===== config.mk =====
export PLATFORM = sky130hd
export DESIGN_NAME = vdnc_ctrl_regs
export DESIGN_NICKNAME = d
export VERILOG_FILES = /design/src/shared/vdnc_pkg.sv /design/src/rtl/vdnc_ctrl_regs.sv
export VERILOG_INCLUDE_DIRS = /design/src /design/src/shared
export SDC_FILE = /design/constraint.sdc
export NUM_CORES = 1
export LEC_CHECK = 0
export BUFFER_PORTS_ARGS = -buffer_cell sky130_fd_sc_hd__buf_2
export CORE_MARGIN = 4
export CORE_UTILIZATION = 30
export DETAILED_ROUTE_END_ITERATION = 10
export PLACE_DENSITY_LB_ADDON = 0.05
export SYNTH_ARGS = -nofsm -noshare
export SYNTH_HDL_FRONTEND = slang
export SYNTH_SLANG_ARGS = --single-unit

===== constraint.sdc =====
create_clock -name clk -period 4.5 [get_ports clk]
set_clock_uncertainty 0.15 [all_clocks]
set_input_delay 0.45 -clock clk [delete_from_list [all_inputs] [get_ports clk]]
set_output_delay 0.45 -clock clk [all_outputs]
set_load 0.02 [all_outputs]

===== src/shared/vdnc_regs.svh =====
// Register map, field positions and reset values of the denoise control bank
// Included by the package and by the register bank; definitions only
`ifndef VDNC_REGS_SVH
`define VDNC_REGS_SVH

// ==========================================================================
// Offsets
`define VDNC_OFS_CORE_CONTROL    12'h000
`define VDNC_OFS_EVENT_FLAGS     12'h004
`define VDNC_OFS_FAULT_FLAGS     12'h008
`define VDNC_OFS_INTERRUPT_MASK  12'h00C
`define VDNC_OFS_CORE_REVISION   12'h010
`define VDNC_OFS_FRAME_COUNTER   12'h014
`define VDNC_OFS_LINE_COUNTER    12'h018
`define VDNC_OFS_PIXEL_COUNTER   12'h01C
`define VDNC_OFS_FRAME_DIMS      12'h020
`define VDNC_OFS_CURVE_LOAD      12'h100
`define VDNC_OFS_CURVE_BANK      12'h104
`define VDNC_OFS_NOISE_EST       12'h108
`define VDNC_OFS_MOTION_EST      12'h10C

// ==========================================================================
// Field positions
`define VDNC_CTL_RUN             0
`define VDNC_CTL_COMMIT          1
`define VDNC_CTL_BYPASS          2
`define VDNC_CTL_SYNC_RST        30
`define VDNC_CTL_IMM_RST         31
`define VDNC_EVT_STARTED         0
`define VDNC_EVT_COMPLETE        1
`define VDNC_EVT_FAULT           2
`define VDNC_DIM_PIX_LSB         0
`define VDNC_DIM_LINE_LSB        16
`define VDNC_LOAD_DATA_LSB       0
`define VDNC_LOAD_ADDR_LSB       16

// ==========================================================================
// Widths and reset values
`define VDNC_DIM_W               13
`define VDNC_LOAD_DATA_W         8
`define VDNC_LOAD_ADDR_W         12
`define VDNC_BANK_W              4
`define VDNC_EVT_W               3
`define VDNC_FAULT_W             10
`define VDNC_CTL_RESET           32'h0000_0000
`define VDNC_MASK_RESET          3'h0

`endif


===== src/shared/vdnc_pkg.sv =====
// Types shared by the denoise control bank
// Assumes vdnc_regs.svh on the include path
`default_nettype none
`include "vdnc_regs.svh"

package vdnc_pkg;
  // ==========================================================================
  // Frame tracking and bus response codes
  typedef enum logic [0:0] {
    VDNC_IDLE     = 1'b0,
    VDNC_IN_FRAME = 1'b1
  } vdnc_frame_t;

  typedef enum logic [1:0] {
    VDNC_RESP_OKAY   = 2'b00,
    VDNC_RESP_SLVERR = 2'b10
  } vdnc_resp_t;
endpackage : vdnc_pkg

`default_nettype wire


===== src/rtl/vdnc_ctrl_regs.sv =====
// Control and status register bank of a temporal video denoise core
// Assumes an AXI4-Lite master on the core clock and stream event pulses from the datapath
//
// Functional notes
// RQ1: Clearing the run bit stops processing and blocks all stream events.
// RQ2: Run bit resets to zero and acts immediately, unsynchronised to frames.
// RQ3: Staged settings move to the active set at frame start when commit set.
// RQ4: Only frame dimensions and curve bank are double buffered.
// RQ5: Bypass bit switches noise reduction off while set.
// RQ6: Immediate reinit bit holds the core at defaults while set.
// RQ7: Frame-synced reset acts at frame end, or at once between frames.
// RQ8: Frame-synced reset bit clears itself once that reset is done.
// RQ9: Both reset bits default to zero; the reset pin always resets.
// RQ10: Event flags are sticky; writing one clears, writing zero keeps.
// RQ11: Frame-started flag sets on a valid start of frame.
// RQ12: Frame-complete flag sets when all programmed lines arrived.
// RQ13: Fault flag sets whenever any stream fault bit gets set.
// RQ14: Frame dimensions: pixels in bits 12..0, lines in bits 28..16.
// RQ15: Curve load register carries data 7..0 and address 27..16.
// RQ16: Curve bank select bits 3..0 choose the bank in use.
// RQ17: Noise and motion estimates are read only and reset to zero.
// RQ18: Frame, line and pixel counters are 32-bit, read only, reset zero.
// RQ19: Interrupt is OR of event flags 0..2 masked by interrupt mask; the code also ORs any set fault bit into the flag 2 term.
// RQ20: Fault bits are sticky, write-one-clear; interrupt holds until cleared.
// RQ21: Reserved bits read zero and ignore writes.
`timescale 1ns/1ps
`default_nettype none
`include "vdnc_regs.svh"

module vdnc_ctrl_regs #(
  parameter logic [12:0] DEFAULT_PIXELS = 13'h0780,
  parameter logic [12:0] DEFAULT_LINES  = 13'h0438,
  parameter logic [3:0]  DEFAULT_BANK   = 4'h0,
  parameter logic [31:0] REVISION_ID    = 32'h0001_0000  // Arbitrary value
) (
  // Clock and reset
  input  wire logic        clk,
  input  wire logic        rstn,
  // AXI4-Lite write channels
  input  wire logic [11:0] s_axi_awaddr,
  input  wire logic        s_axi_awvalid,
  output logic             s_axi_awready,
  input  wire logic [31:0] s_axi_wdata,
  input  wire logic [3:0]  s_axi_wstrb,
  input  wire logic        s_axi_wvalid,
  output logic             s_axi_wready,
  output logic [1:0]       s_axi_bresp,
  output logic             s_axi_bvalid,
  input  wire logic        s_axi_bready,
  // AXI4-Lite read channels
  input  wire logic [11:0] s_axi_araddr,
  input  wire logic        s_axi_arvalid,
  output logic             s_axi_arready,
  output logic [31:0]      s_axi_rdata,
  output logic [1:0]       s_axi_rresp,
  output logic             s_axi_rvalid,
  input  wire logic        s_axi_rready,
  // Stream events from the datapath
  input  wire logic        curr_sof,
  input  wire logic        line_end,
  input  wire logic        pixel_accept,
  input  wire logic [9:0]  fault_events,
  input  wire logic        estimate_valid,
  input  wire logic [31:0] noise_in,
  input  wire logic [31:0] motion_in,
  // Controls to the datapath
  output logic             core_run,
  output logic             filter_bypass,
  output logic             core_hold,
  output logic [12:0]      active_pixels,
  output logic [12:0]      active_lines,
  output logic [3:0]       active_bank,
  output logic             curve_wr_en,
  output logic [11:0]      curve_wr_addr,
  output logic [7:0]       curve_wr_data,
  // Interrupt
  output logic             irq
);

  // ==========================================================================
  // Elaboration checks
  if (DEFAULT_PIXELS < 13'h0020 || DEFAULT_LINES < 13'h0020) begin : g_bad_dims
    $error("Default frame dimensions below the minimum of 32");
  end

  // ==========================================================================
  // Helpers
  function automatic logic [31:0] vdnc_merge(input logic [31:0] old_v, input logic [31:0] new_v,
                                             input logic [3:0] strb);
    logic [31:0] res;
    res = old_v;
    for (int i = 0; i < 4; i++) begin
      if (strb[i]) begin
        res[i*8 +: 8] = new_v[i*8 +: 8];
      end
    end
    return res;
  endfunction : vdnc_merge

  function automatic logic vdnc_mapped(input logic [11:0] a);
    return a == `VDNC_OFS_CORE_CONTROL || a == `VDNC_OFS_EVENT_FLAGS || a == `VDNC_OFS_FAULT_FLAGS
        || a == `VDNC_OFS_INTERRUPT_MASK || a == `VDNC_OFS_CORE_REVISION || a == `VDNC_OFS_FRAME_COUNTER
        || a == `VDNC_OFS_LINE_COUNTER || a == `VDNC_OFS_PIXEL_COUNTER || a == `VDNC_OFS_FRAME_DIMS
        || a == `VDNC_OFS_CURVE_LOAD || a == `VDNC_OFS_CURVE_BANK || a == `VDNC_OFS_NOISE_EST
        || a == `VDNC_OFS_MOTION_EST;
  endfunction : vdnc_mapped

  // ==========================================================================
  // State
  logic                run_bit;
  logic                commit_bit;
  logic                bypass_bit;
  logic                sync_rst_bit;
  logic                imm_rst_bit;
  logic [2:0]          event_flags;
  logic [9:0]          fault_flags;
  logic [2:0]          interrupt_mask;
  logic [31:0]         frame_counter;
  logic [31:0]         line_counter;
  logic [31:0]         pixel_counter;
  logic [12:0]         staged_pixels;
  logic [12:0]         staged_lines;
  logic [3:0]          staged_bank;
  logic [31:0]         noise_estimate;
  logic [31:0]         motion_estimate;
  logic [12:0]         lines_seen;
  vdnc_pkg::vdnc_frame_t frame_state;

  // ==========================================================================
  // Bus decode
  wire        wr_fire   = s_axi_awvalid && s_axi_wvalid && !s_axi_bvalid;
  wire [11:0] wr_addr   = {s_axi_awaddr[11:2], 2'b00};
  wire [11:0] rd_addr   = {s_axi_araddr[11:2], 2'b00};
  wire        rd_fire   = s_axi_arvalid && !s_axi_rvalid;
  wire        wr_ctl    = wr_fire && wr_addr == `VDNC_OFS_CORE_CONTROL;
  wire        wr_evt    = wr_fire && wr_addr == `VDNC_OFS_EVENT_FLAGS;
  wire        wr_flt    = wr_fire && wr_addr == `VDNC_OFS_FAULT_FLAGS;
  wire        wr_msk    = wr_fire && wr_addr == `VDNC_OFS_INTERRUPT_MASK;
  wire        wr_dim    = wr_fire && wr_addr == `VDNC_OFS_FRAME_DIMS;
  wire        wr_load   = wr_fire && wr_addr == `VDNC_OFS_CURVE_LOAD;
  wire        wr_bank   = wr_fire && wr_addr == `VDNC_OFS_CURVE_BANK;
  wire [31:0] ctl_word  = {imm_rst_bit, sync_rst_bit, 27'h0, bypass_bit, commit_bit, run_bit};
  wire [31:0] dim_word  = {3'h0, staged_lines, 3'h0, staged_pixels};
  wire [31:0] ctl_new   = vdnc_merge(ctl_word, s_axi_wdata, s_axi_wstrb);
  wire [31:0] dim_new   = vdnc_merge(dim_word, s_axi_wdata, s_axi_wstrb);
  wire [31:0] bank_new  = vdnc_merge({28'h0, staged_bank}, s_axi_wdata, s_axi_wstrb);
  wire [31:0] msk_new   = vdnc_merge({29'h0, interrupt_mask}, s_axi_wdata, s_axi_wstrb);
  wire [31:0] clr_bits  = vdnc_merge(32'h0, s_axi_wdata, s_axi_wstrb);
  wire [31:0] load_word = vdnc_merge(32'h0, s_axi_wdata, s_axi_wstrb);

  // ==========================================================================
  // Frame tracking and resets
  wire       live        = run_bit && !imm_rst_bit;                                   // [RQ1] [RQ2]
  wire       sof_ok      = live && curr_sof;
  wire       eol_ok      = live && line_end && frame_state == vdnc_pkg::VDNC_IN_FRAME;
  wire [12:0] lines_next = lines_seen + 13'h0001;
  wire       frame_done  = eol_ok && lines_next == active_lines;                       // [RQ12]
  wire       sync_fire   = sync_rst_bit && (frame_state == vdnc_pkg::VDNC_IDLE || frame_done); // [RQ7]
  wire       clear_core  = imm_rst_bit || sync_fire;                                  // [RQ6]
  wire       commit_now  = sof_ok && commit_bit;                                      // [RQ3]
  wire       fault_new   = |fault_events && live;

  // ==========================================================================
  // Control register
  always_ff @(posedge clk) begin
    if (!rstn) begin
      run_bit      <= 1'b0;                                                           // [RQ2] [RQ9]
      commit_bit   <= 1'b0;
      bypass_bit   <= 1'b0;
      sync_rst_bit <= 1'b0;
      imm_rst_bit  <= 1'b0;
    end else if (wr_ctl) begin
      run_bit      <= ctl_new[`VDNC_CTL_RUN];
      commit_bit   <= ctl_new[`VDNC_CTL_COMMIT];
      bypass_bit   <= ctl_new[`VDNC_CTL_BYPASS];                                      // [RQ5]
      sync_rst_bit <= ctl_new[`VDNC_CTL_SYNC_RST];
      imm_rst_bit  <= ctl_new[`VDNC_CTL_IMM_RST];
    end else if (sync_fire) begin
      sync_rst_bit <= 1'b0;                                                           // [RQ8]
    end
  end

  // ==========================================================================
  // Sticky flags, set wins over clear
  always_ff @(posedge clk) begin
    if (!rstn || clear_core) begin
      event_flags <= 3'h0;
      fault_flags <= 10'h000;
    end else begin
      event_flags <= (event_flags & ~(wr_evt ? clr_bits[2:0] : 3'h0))                 // [RQ10]
                   | {fault_new, frame_done, sof_ok};                                 // [RQ11] [RQ13]
      fault_flags <= (fault_flags & ~(wr_flt ? clr_bits[9:0] : 10'h000))              // [RQ20]
                   | (live ? fault_events : 10'h000);
    end
  end

  always_ff @(posedge clk) begin
    if (!rstn) begin
      interrupt_mask <= `VDNC_MASK_RESET;
    end else if (wr_msk) begin
      interrupt_mask <= msk_new[2:0];
    end
  end

  // Fault term also follows the fault bits so the line stays up until they are cleared
  wire [2:0] irq_src = {event_flags[2] || |fault_flags, event_flags[1:0]};
  assign irq = |(irq_src & interrupt_mask);                                           // [RQ19] [RQ20]

  // ==========================================================================
  // Double-buffered settings
  always_ff @(posedge clk) begin
    if (!rstn || clear_core) begin
      staged_pixels <= DEFAULT_PIXELS;
      staged_lines  <= DEFAULT_LINES;
      staged_bank   <= DEFAULT_BANK;
      active_pixels <= DEFAULT_PIXELS;
      active_lines  <= DEFAULT_LINES;
      active_bank   <= DEFAULT_BANK;
    end else begin
      if (wr_dim) begin
        staged_pixels <= dim_new[`VDNC_DIM_PIX_LSB +: `VDNC_DIM_W];                   // [RQ14]
        staged_lines  <= dim_new[`VDNC_DIM_LINE_LSB +: `VDNC_DIM_W];
      end
      if (wr_bank) begin
        staged_bank <= bank_new[3:0];                                                 // [RQ16]
      end
      if (commit_now) begin
        active_pixels <= staged_pixels;                                               // [RQ4]
        active_lines  <= staged_lines;
        active_bank   <= staged_bank;
      end
    end
  end

  // ==========================================================================
  // Frame state and monitors
  always_ff @(posedge clk) begin
    if (!rstn || clear_core) begin
      frame_state   <= vdnc_pkg::VDNC_IDLE;
      lines_seen    <= 13'h0000;
      frame_counter <= 32'h0000_0000;                                                 // [RQ18]
      line_counter  <= 32'h0000_0000;
      pixel_counter <= 32'h0000_0000;
    end else begin
      if (sof_ok) begin
        frame_state <= vdnc_pkg::VDNC_IN_FRAME;
        lines_seen  <= 13'h0000;
      end else if (frame_done) begin
        frame_state <= vdnc_pkg::VDNC_IDLE;
      end else if (eol_ok) begin
        lines_seen <= lines_next;
      end
      if (frame_done) begin
        frame_counter <= frame_counter + 32'h0000_0001;
      end
      if (live && line_end) begin
        line_counter <= line_counter + 32'h0000_0001;
      end
      if (live && pixel_accept) begin
        pixel_counter <= pixel_counter + 32'h0000_0001;
      end
    end
  end

  always_ff @(posedge clk) begin
    if (!rstn || clear_core) begin
      noise_estimate  <= 32'h0000_0000;                                               // [RQ17]
      motion_estimate <= 32'h0000_0000;
    end else if (live && estimate_valid) begin
      noise_estimate  <= noise_in;
      motion_estimate <= motion_in;
    end
  end

  // ==========================================================================
  // Curve table load port
  always_ff @(posedge clk) begin
    if (!rstn) begin
      curve_wr_en   <= 1'b0;
      curve_wr_addr <= 12'h000;
      curve_wr_data <= 8'h00;
    end else begin
      curve_wr_en <= wr_load;
      if (wr_load) begin
        curve_wr_addr <= load_word[`VDNC_LOAD_ADDR_LSB +: `VDNC_LOAD_ADDR_W];        // [RQ15]
        curve_wr_data <= load_word[`VDNC_LOAD_DATA_LSB +: `VDNC_LOAD_DATA_W];
      end
    end
  end

  assign core_run      = live;                                                        // [RQ1]
  assign filter_bypass = bypass_bit;                                                  // [RQ5]
  assign core_hold     = clear_core;                                                  // [RQ6] [RQ7]

  // ==========================================================================
  // Bus responses
  logic [31:0] rd_mux;
  always_comb begin
    case (rd_addr)
      `VDNC_OFS_CORE_CONTROL:   rd_mux = ctl_word;                                    // [RQ21]
      `VDNC_OFS_EVENT_FLAGS:    rd_mux = {29'h0, event_flags};
      `VDNC_OFS_FAULT_FLAGS:    rd_mux = {22'h0, fault_flags};
      `VDNC_OFS_INTERRUPT_MASK: rd_mux = {29'h0, interrupt_mask};
      `VDNC_OFS_CORE_REVISION:  rd_mux = REVISION_ID;
      `VDNC_OFS_FRAME_COUNTER:  rd_mux = frame_counter;
      `VDNC_OFS_LINE_COUNTER:   rd_mux = line_counter;
      `VDNC_OFS_PIXEL_COUNTER:  rd_mux = pixel_counter;
      `VDNC_OFS_FRAME_DIMS:     rd_mux = dim_word;
      `VDNC_OFS_CURVE_BANK:     rd_mux = {28'h0, staged_bank};
      `VDNC_OFS_NOISE_EST:      rd_mux = noise_estimate;
      `VDNC_OFS_MOTION_EST:     rd_mux = motion_estimate;
      default:                  rd_mux = 32'h0000_0000;
    endcase
  end

  assign s_axi_awready = wr_fire;
  assign s_axi_wready  = wr_fire;
  assign s_axi_arready = rd_fire;

  always_ff @(posedge clk) begin
    if (!rstn) begin
      s_axi_bvalid <= 1'b0;
      s_axi_bresp  <= vdnc_pkg::VDNC_RESP_OKAY;
      s_axi_rvalid <= 1'b0;
      s_axi_rresp  <= vdnc_pkg::VDNC_RESP_OKAY;
      s_axi_rdata  <= 32'h0000_0000;
    end else begin
      if (wr_fire) begin
        s_axi_bvalid <= 1'b1;
        s_axi_bresp  <= vdnc_mapped(wr_addr) ? vdnc_pkg::VDNC_RESP_OKAY : vdnc_pkg::VDNC_RESP_SLVERR;
      end else if (s_axi_bready) begin
        s_axi_bvalid <= 1'b0;
      end
      if (rd_fire) begin
        s_axi_rvalid <= 1'b1;
        s_axi_rdata  <= rd_mux;
        s_axi_rresp  <= vdnc_mapped(rd_addr) ? vdnc_pkg::VDNC_RESP_OKAY : vdnc_pkg::VDNC_RESP_SLVERR;
      end else if (s_axi_rready) begin
        s_axi_rvalid <= 1'b0;
      end
    end
  end
endmodule : vdnc_ctrl_regs

`default_nettype wire


==> impl_results.md, run 1 <==
* Most common flop cell mapped by yosys: dfxtp_1
* # DRC at 0
* First-pass GRT wire length at 82390 um
* Layout area overhead at 28.45%
* CTS Buf Count at 40
* WS Path Type: register to primary output
* Post-synthesis sequential area ratio at 44.42%
* Overall Global Routing Usage at 21.10%
* Max-cap violations at 0
* Hold path startpoint: noise_in[22]
* Setup TNS at 0 ps
* Die span in x at 224.5 um
* Yosys cell types at 75
* Sequential Area at 6246 sq um
* Worst R2R Start: lines_seen[0]
* Post-synthesis async set-or-reset flop share at 0%
* DP HPWL at 39800 um
* Setup violations, final at 0
* R2R depth at 8
* Peak supply drop at 0.2284 mV
* Number of setup buffers added after CTS at 0
* Drt wl/cell at 20.98 um
* #FFs+latches synth at 312
* CP arrival at 3430 ps
* Via count at 13590
* CP Capture Type: primary output
* Pin count of the biggest net entering global routing at 65
* Worst Hold Endpoint: noise_estimate[22]
* Startpoint Class: register
* Final GP Congestion at 0.7829
* Post-Synthesis Cells at 1710
* Minimum clock period at 4028 ps
* Setup ws final at 471.6 ps
* Setup slack, reg-to-reg at 680 ps
* RSZ-0062 raised after global routing: false
* Area of the core at 46460 sq um
* Fillers at 4886
* Achievable frequency at 248.2 MHz
* TritonRoute pass-1 iters at 6
* Post-synth EDFFs at 0
* DRT antenna net count at 0
* Max_slew headroom at 30.70%
* Initial DRC count at 922
* Num rows at 79
* Die ar. at 50400 sq um
* GRT overflow at 0
* Leakage at 6.694 nW
* Sinks on Clock Net at 312
* Power, Total at 6.646 mW
* Initial core utilization at 30.27%
* CP required at 3900 ps
* Final wirelength at 54980 um
* Worst reg2reg endpoint: frame_counter[15]
* Clk Latency, worst-skew pair at 560 ps
* Vias in the first global route at 13250
* Synth Cell Area at 14060 sq um
* CP Max Fanout at 8
* H-Tree Level Count at 2
* Worst hold path depth at 3
* Fin crit share at 89.52%
* Synthesis Warnings at 0
* Clock root cell: clkbuf_16
* Buffers on Ports at 230
* Area of the multi-input gates at 7283 sq um
* Vias per cell at 5.186
* Pins over their slew limit at 0
* Share of layout cells above drive strength 1 at 18.80%
* Die Y at 224.5 um
* Mean area per synthesized cell at 8.224 sq um
* Hold WC Path Type: input port to register
* CTS tree: yes
* Power per cell area at 367.9 nW/um^2
* Worst slew pin tran at 1039 ps
* Pre-CTS setup slack at 711.2 ps
* Status: finished clean
* IO Count at 241
* Fin. Hold Viols at 0
* Nets at 2128
* Initial antenna violation count at 4
* Maximum clock insertion buffer count at 3
* Clock-pin slew on the worst setup and hold paths at 60 ps
[worst max path at each step]
| stage | from | end | slack, ps | cells after the start |
|---|---|---|---|---|
| final | lines_seen[0] | core_hold | 470 | 9 |
| after global routing | lines_seen[0] | core_hold | 250 | 9 |
| after CTS | lines_seen[0] | core_hold | 420 | 9 |
| after detailed placement | lines_seen[0] | frame_counter[15] | 710 | 8 |
| after global placement | lines_seen[0] | frame_counter[6] | 720 | 8 |
| after floorplan | lines_seen[0] | frame_counter[15] | 1350 | 11 |
[where the power goes]
| group | internal (mW) | switching, mW | total [mW] |
|---|---|---|---|
| clock network | 2.19 | 1.31 | 3.51 |
| registers | 2.78 | 0.0113 | 2.79 |
| logic | 0.139 | 0.207 | 0.346 |
[cells in the mapped netlist, drive strengths merged (4+ instances only)]
library cell / instances / area (sq um)
o21ai: 52 / 260.2
ha: 4 / 50.05
nand4: 26 / 168.9
nor4: 15 / 100.1
mux2i: 26 / 260.3
or4: 14 / 108.9
a21oi: 171 / 859.6
nor2: 138 / 518.0
nor3: 34 / 170.2
and4: 9 / 78.83
o22ai: 4 / 31.28
nand2b: 10 / 62.56
nand3b: 4 / 30.03
buf: 34 / 181.4
a221oi: 11 / 96.34
nand2: 301 / 1130
xnor2: 47 / 411.6
o211ai: 7 / 52.55
a22o: 16 / 140.1
and3: 18 / 112.6
o31ai: 10 / 75.07
xor2: 53 / 464.2
a31oi: 26 / 162.7
nor3b: 4 / 30.03
nand3: 104 / 525.5
clkbuf: 83 / 311.6
mux2: 23 / 259.0
a211oi: 5 / 37.54
a222oi: 12 / 120.1
a22oi: 45 / 337.8
inv: 18 / 67.56
and2: 12 / 75.08
dfxtp: 312 / 6246
or4b: 4 / 40.04
or3: 18 / 112.6
[per-stage QoR]
step	hold slack, ps	util [%]	cells	area (sq um)
after global placement	286.9	34.07	2465	15830
after detailed placement	293.0	34.07	2465	15830
after CTS	0.3295	38.87	2618	18060
after floorplan	282.9	-	1711	14070
final	23.33	38.88	2620	18060
after global routing	24.22	38.88	2619	18060
[critical path, cell delays in order, from the launching register on]
cell and delay, ps:
dfxtp_1 460, ha_1 400, nand4_2 240, or3_1 420
o31ai_1 300, o2111ai_2 260, o31ai_1 270, buf_4 220
a21o_1 120, buf_2 170
[cells in the final DEF (no fill, tap or decap), drive strengths merged, types with 11 or more instances in the layout]
cell         synthesis  final
and3                18     18
nand3              104    104
dfxtp              312    312
a222oi              12     12
a31oi               26     26
xnor2               47     47
buf                 34    264
or4                 14     14
a21oi              171    171
nand2              301    301
a22oi               45     45
inv                 18     21
nor3                34     34
nand4               26     26
a221oi              11     11
nor4                15     15
mux2i               26     26
o21ai               52     52
clkbuf              83     54
a22o                16     16
nor2               138    138
or3                 18     18
and2                12     12
dlygate4sd3          0     79
mux2                23     23
xor2                53     53
[layout make-up]
cell class	instances	share of cell area, %
clock buffer	54	6.338
antenna	2	0.02771
timing repair buffer	343	12.51
tap	607	4.204
inverter	19	0.3948
clock inverter	20	1.628
multi-input combinational	1263	40.32
sequential	312	34.58
[registers in the layout, summed over array words and instances (netlist names), 32 cells and up]
name / cells
frame_counter: 32
noise_estimate: 32
s_axi_rdata: 32
line_counter: 32
motion_estimate: 32
pixel_counter: 32
[metal layers]
layer  GRT usage [%]  wire length (um)  vias up
met5               0                13        -
met4           4.486               916        2
li1                -                 -     6599
met1           29.08             24990     6538
met3           4.529              3527       60
met2           34.28             25530      389
[cell families after synthesis]
group                    count (synthesis)  synth area share, %
XOR/XNOR                               101                6.397
buffers and inverters                  136                4.013
flip-flops                             312                44.42
AO/OA/AOI/OAI                          379                16.75
multiplexers                            50                3.853
AND/OR/NAND/NOR                        727                24.18
other                                    1              0.02667
adder cells (fa/ha/maj)                  4               0.3559
[what timing repair did]
| action | CTS | global route |
|---|---|---|
| hold endpoints to repair | 79 | 0 |
| resized for setup | 0 | 0 |
| hold buffers | 79 | 0 |
| endpoints found under the setup margin | 0 | 0 |
(Power assumes the default switching activity.)
==> run 2, diff against run 1 <==
CTS_BUF_LIST = sky130_fd_sc_hd__clkbuf_8 sky130_fd_sc_hd__clkbuf_16   (was default)
==> impl_results.md, run 2 (synthesized netlist as in run 1, its figures left out) <==
* Status: finished clean
* Nets at 2128
* Hold WC Path Type: input port to register
* Initial DRC count at 892
* Commonest non-fill, non-tap cell in the layout: dfxtp_1
* Combinational power share at 5.2%
* First-pass GRT wire length at 82410 um
* Switching share of power at 23.13%
* Final core occ at 38.89%
* Setup ws final at 460.1 ps
* Area of the core at 46460 sq um
* RSZ-0062 raised after global routing: false
* GRT overflow at 0
* Vias in the first global route at 13250
* Fin crit share at 89.77%
* Post-route cell area at 18070 sq um
* Initial core utilization at 30.27%
* Area after DPL at 15830 sq um
* Sinks on Clock Net at 312
* Share of layout cells above drive strength 1 at 18.80%
* Achievable frequency at 247.5 MHz
* Vias per cell at 5.201
* Peak supply drop at 0.2281 mV
* Pre-CTS setup slack at 711.2 ps
* CP required at 3900 ps
* Pins over their slew limit at 0
* Die span in x at 224.5 um
* Layout area overhead at 28.49%
* Die Y at 224.5 um
* TritonRoute pass-1 iters at 5
* Power per cell area at 367.2 nW/um^2
* CP Capture Type: primary output
* Clock-pin slew on the worst setup and hold paths at 60 ps
* Most frequent cells in the layout: 312 x dfxtp_1, 300 x nand2_1, 230 x buf_2, 170 x a21oi_1, 135 x nor2_1
* Num rows at 79
* Pin count of the biggest net entering global routing at 65
* Max_slew headroom at 31.45%
* H-Tree Level Count at 2
* Clock Power Share at 52.7%
* Maximum clock insertion buffer count at 3
* Drt wl/cell at 20.95 um
* Setup TNS at 0 ps
* DP HPWL at 39800 um
* CP arrival at 3440 ps
* Internal power at 5.099 mW
* Initial antenna violation count at 4
* Worst slew pin tran at 1020 ps
* CP Max Fanout at 8
* Max-cap violations at 0
* CTS tree: yes
* Die ar. at 50400 sq um
* Leakage at 6.719 nW
* Post_cts resized at 0
* Switching power at 1.535 mW
* Via count at 13640
* Clock root cell: clkbuf_16
* Startpoint Class: register
* Placed instance count at 2465
* Buffers on Ports at 230
* Clk Latency, worst-skew pair at 560 ps
* Setup violations, final at 0
* Overall Global Routing Usage at 21.10%
* Final GP Congestion at 0.7829
* DRT antenna net count at 0
* CTS Buf Count at 40
* Number of non-filler instances in the completed layout at 2622
* Minimum clock period at 4040 ps
* Sequential power share at 42.1%
* # DRC at 0
* IO Count at 241
* Final wirelength at 54940 um
* Fin. Hold Viols at 0
* WS Path Type: register to primary output
[run 2: changes by cell type in the layout (fill, tap and decap cells not counted), sizes merged]
cell	before	now
clkbuf	54	48
diode	2	4
inv	21	27
[run 2: metal layers]
layer	GRT usage, %	up-vias	share of wire [%]
met1	29.09	6561	46
met5	0	-	0.024
met2	34.28	401	46
met3	4.529	60	6.4
met4	4.486	2	1.7
li1	-	6613	-
[run 2: timing repair]
action | CTS | global route
endpoints found under the hold margin | 79 | 0
buffers inserted | 0 | 0
hold buffers | 79 | 0
[run 2: final cells by class]
class,count,area [sq um]
Fill cell,4884,28390
Inverter,19,71.32
Sequential cell,312,6246
Multi-Input combinational cell,1263,7283
Clock inverter,26,316.6
Clock buffer,48,1122
Tap cell,607,759.5
Timing Repair Buffer,343,2260
Antenna cell,4,10.01
[run 2: path summary, 6_finish.rpt]
| kind | start | end | slack [ps] | cells after the start |
|---|---|---|---|---|
| hold reg to reg | curve_wr_data[3] | curve_wr_data[3] | 300 | 2 |
| setup reg to reg | lines_seen[0] | frame_counter[15] | 660 | 8 |
| setup / recovery | lines_seen[0] | core_hold | 460 | 9 |
| hold / removal | noise_in[22] | noise_estimate[22] | 20 | 3 |
[run 2: power groups by stage]
stage          logic [mW]  clock network [mW]  registers (mW)
6_report            0.345                3.50            2.79
5_1_grt             0.372                3.69            2.79
4_1_cts             0.347                3.59            2.79
3_5_place_dp        0.292                   0            2.85
3_3_place_gp        0.291                   0            2.85
2_1_floorplan       0.111                   0            2.87
[run 2: metrics by stage]
| stage | hold slack, ps | total power [mW] |
|---|---|---|
| 3_3_place_gp | 286.9 | 3.144 |
| 6_report | 24.75 | 6.634 |
| 3_5_place_dp | 293.0 | 3.145 |
| 5_1_grt | 24.22 | 6.857 |
| 2_1_floorplan | 282.9 | 2.983 |
| 4_1_cts | 0.3295 | 6.725 |
[run 2: worst max-delay path, cell delays in order (launching register included)]
cell	delay, ps
dfxtp_1	460
ha_1	400
nand4_2	240
or3_1	420
o31ai_1	300
o2111ai_2	260
o31ai_1	270
buf_4	220
a21o_1	120
buf_2	170
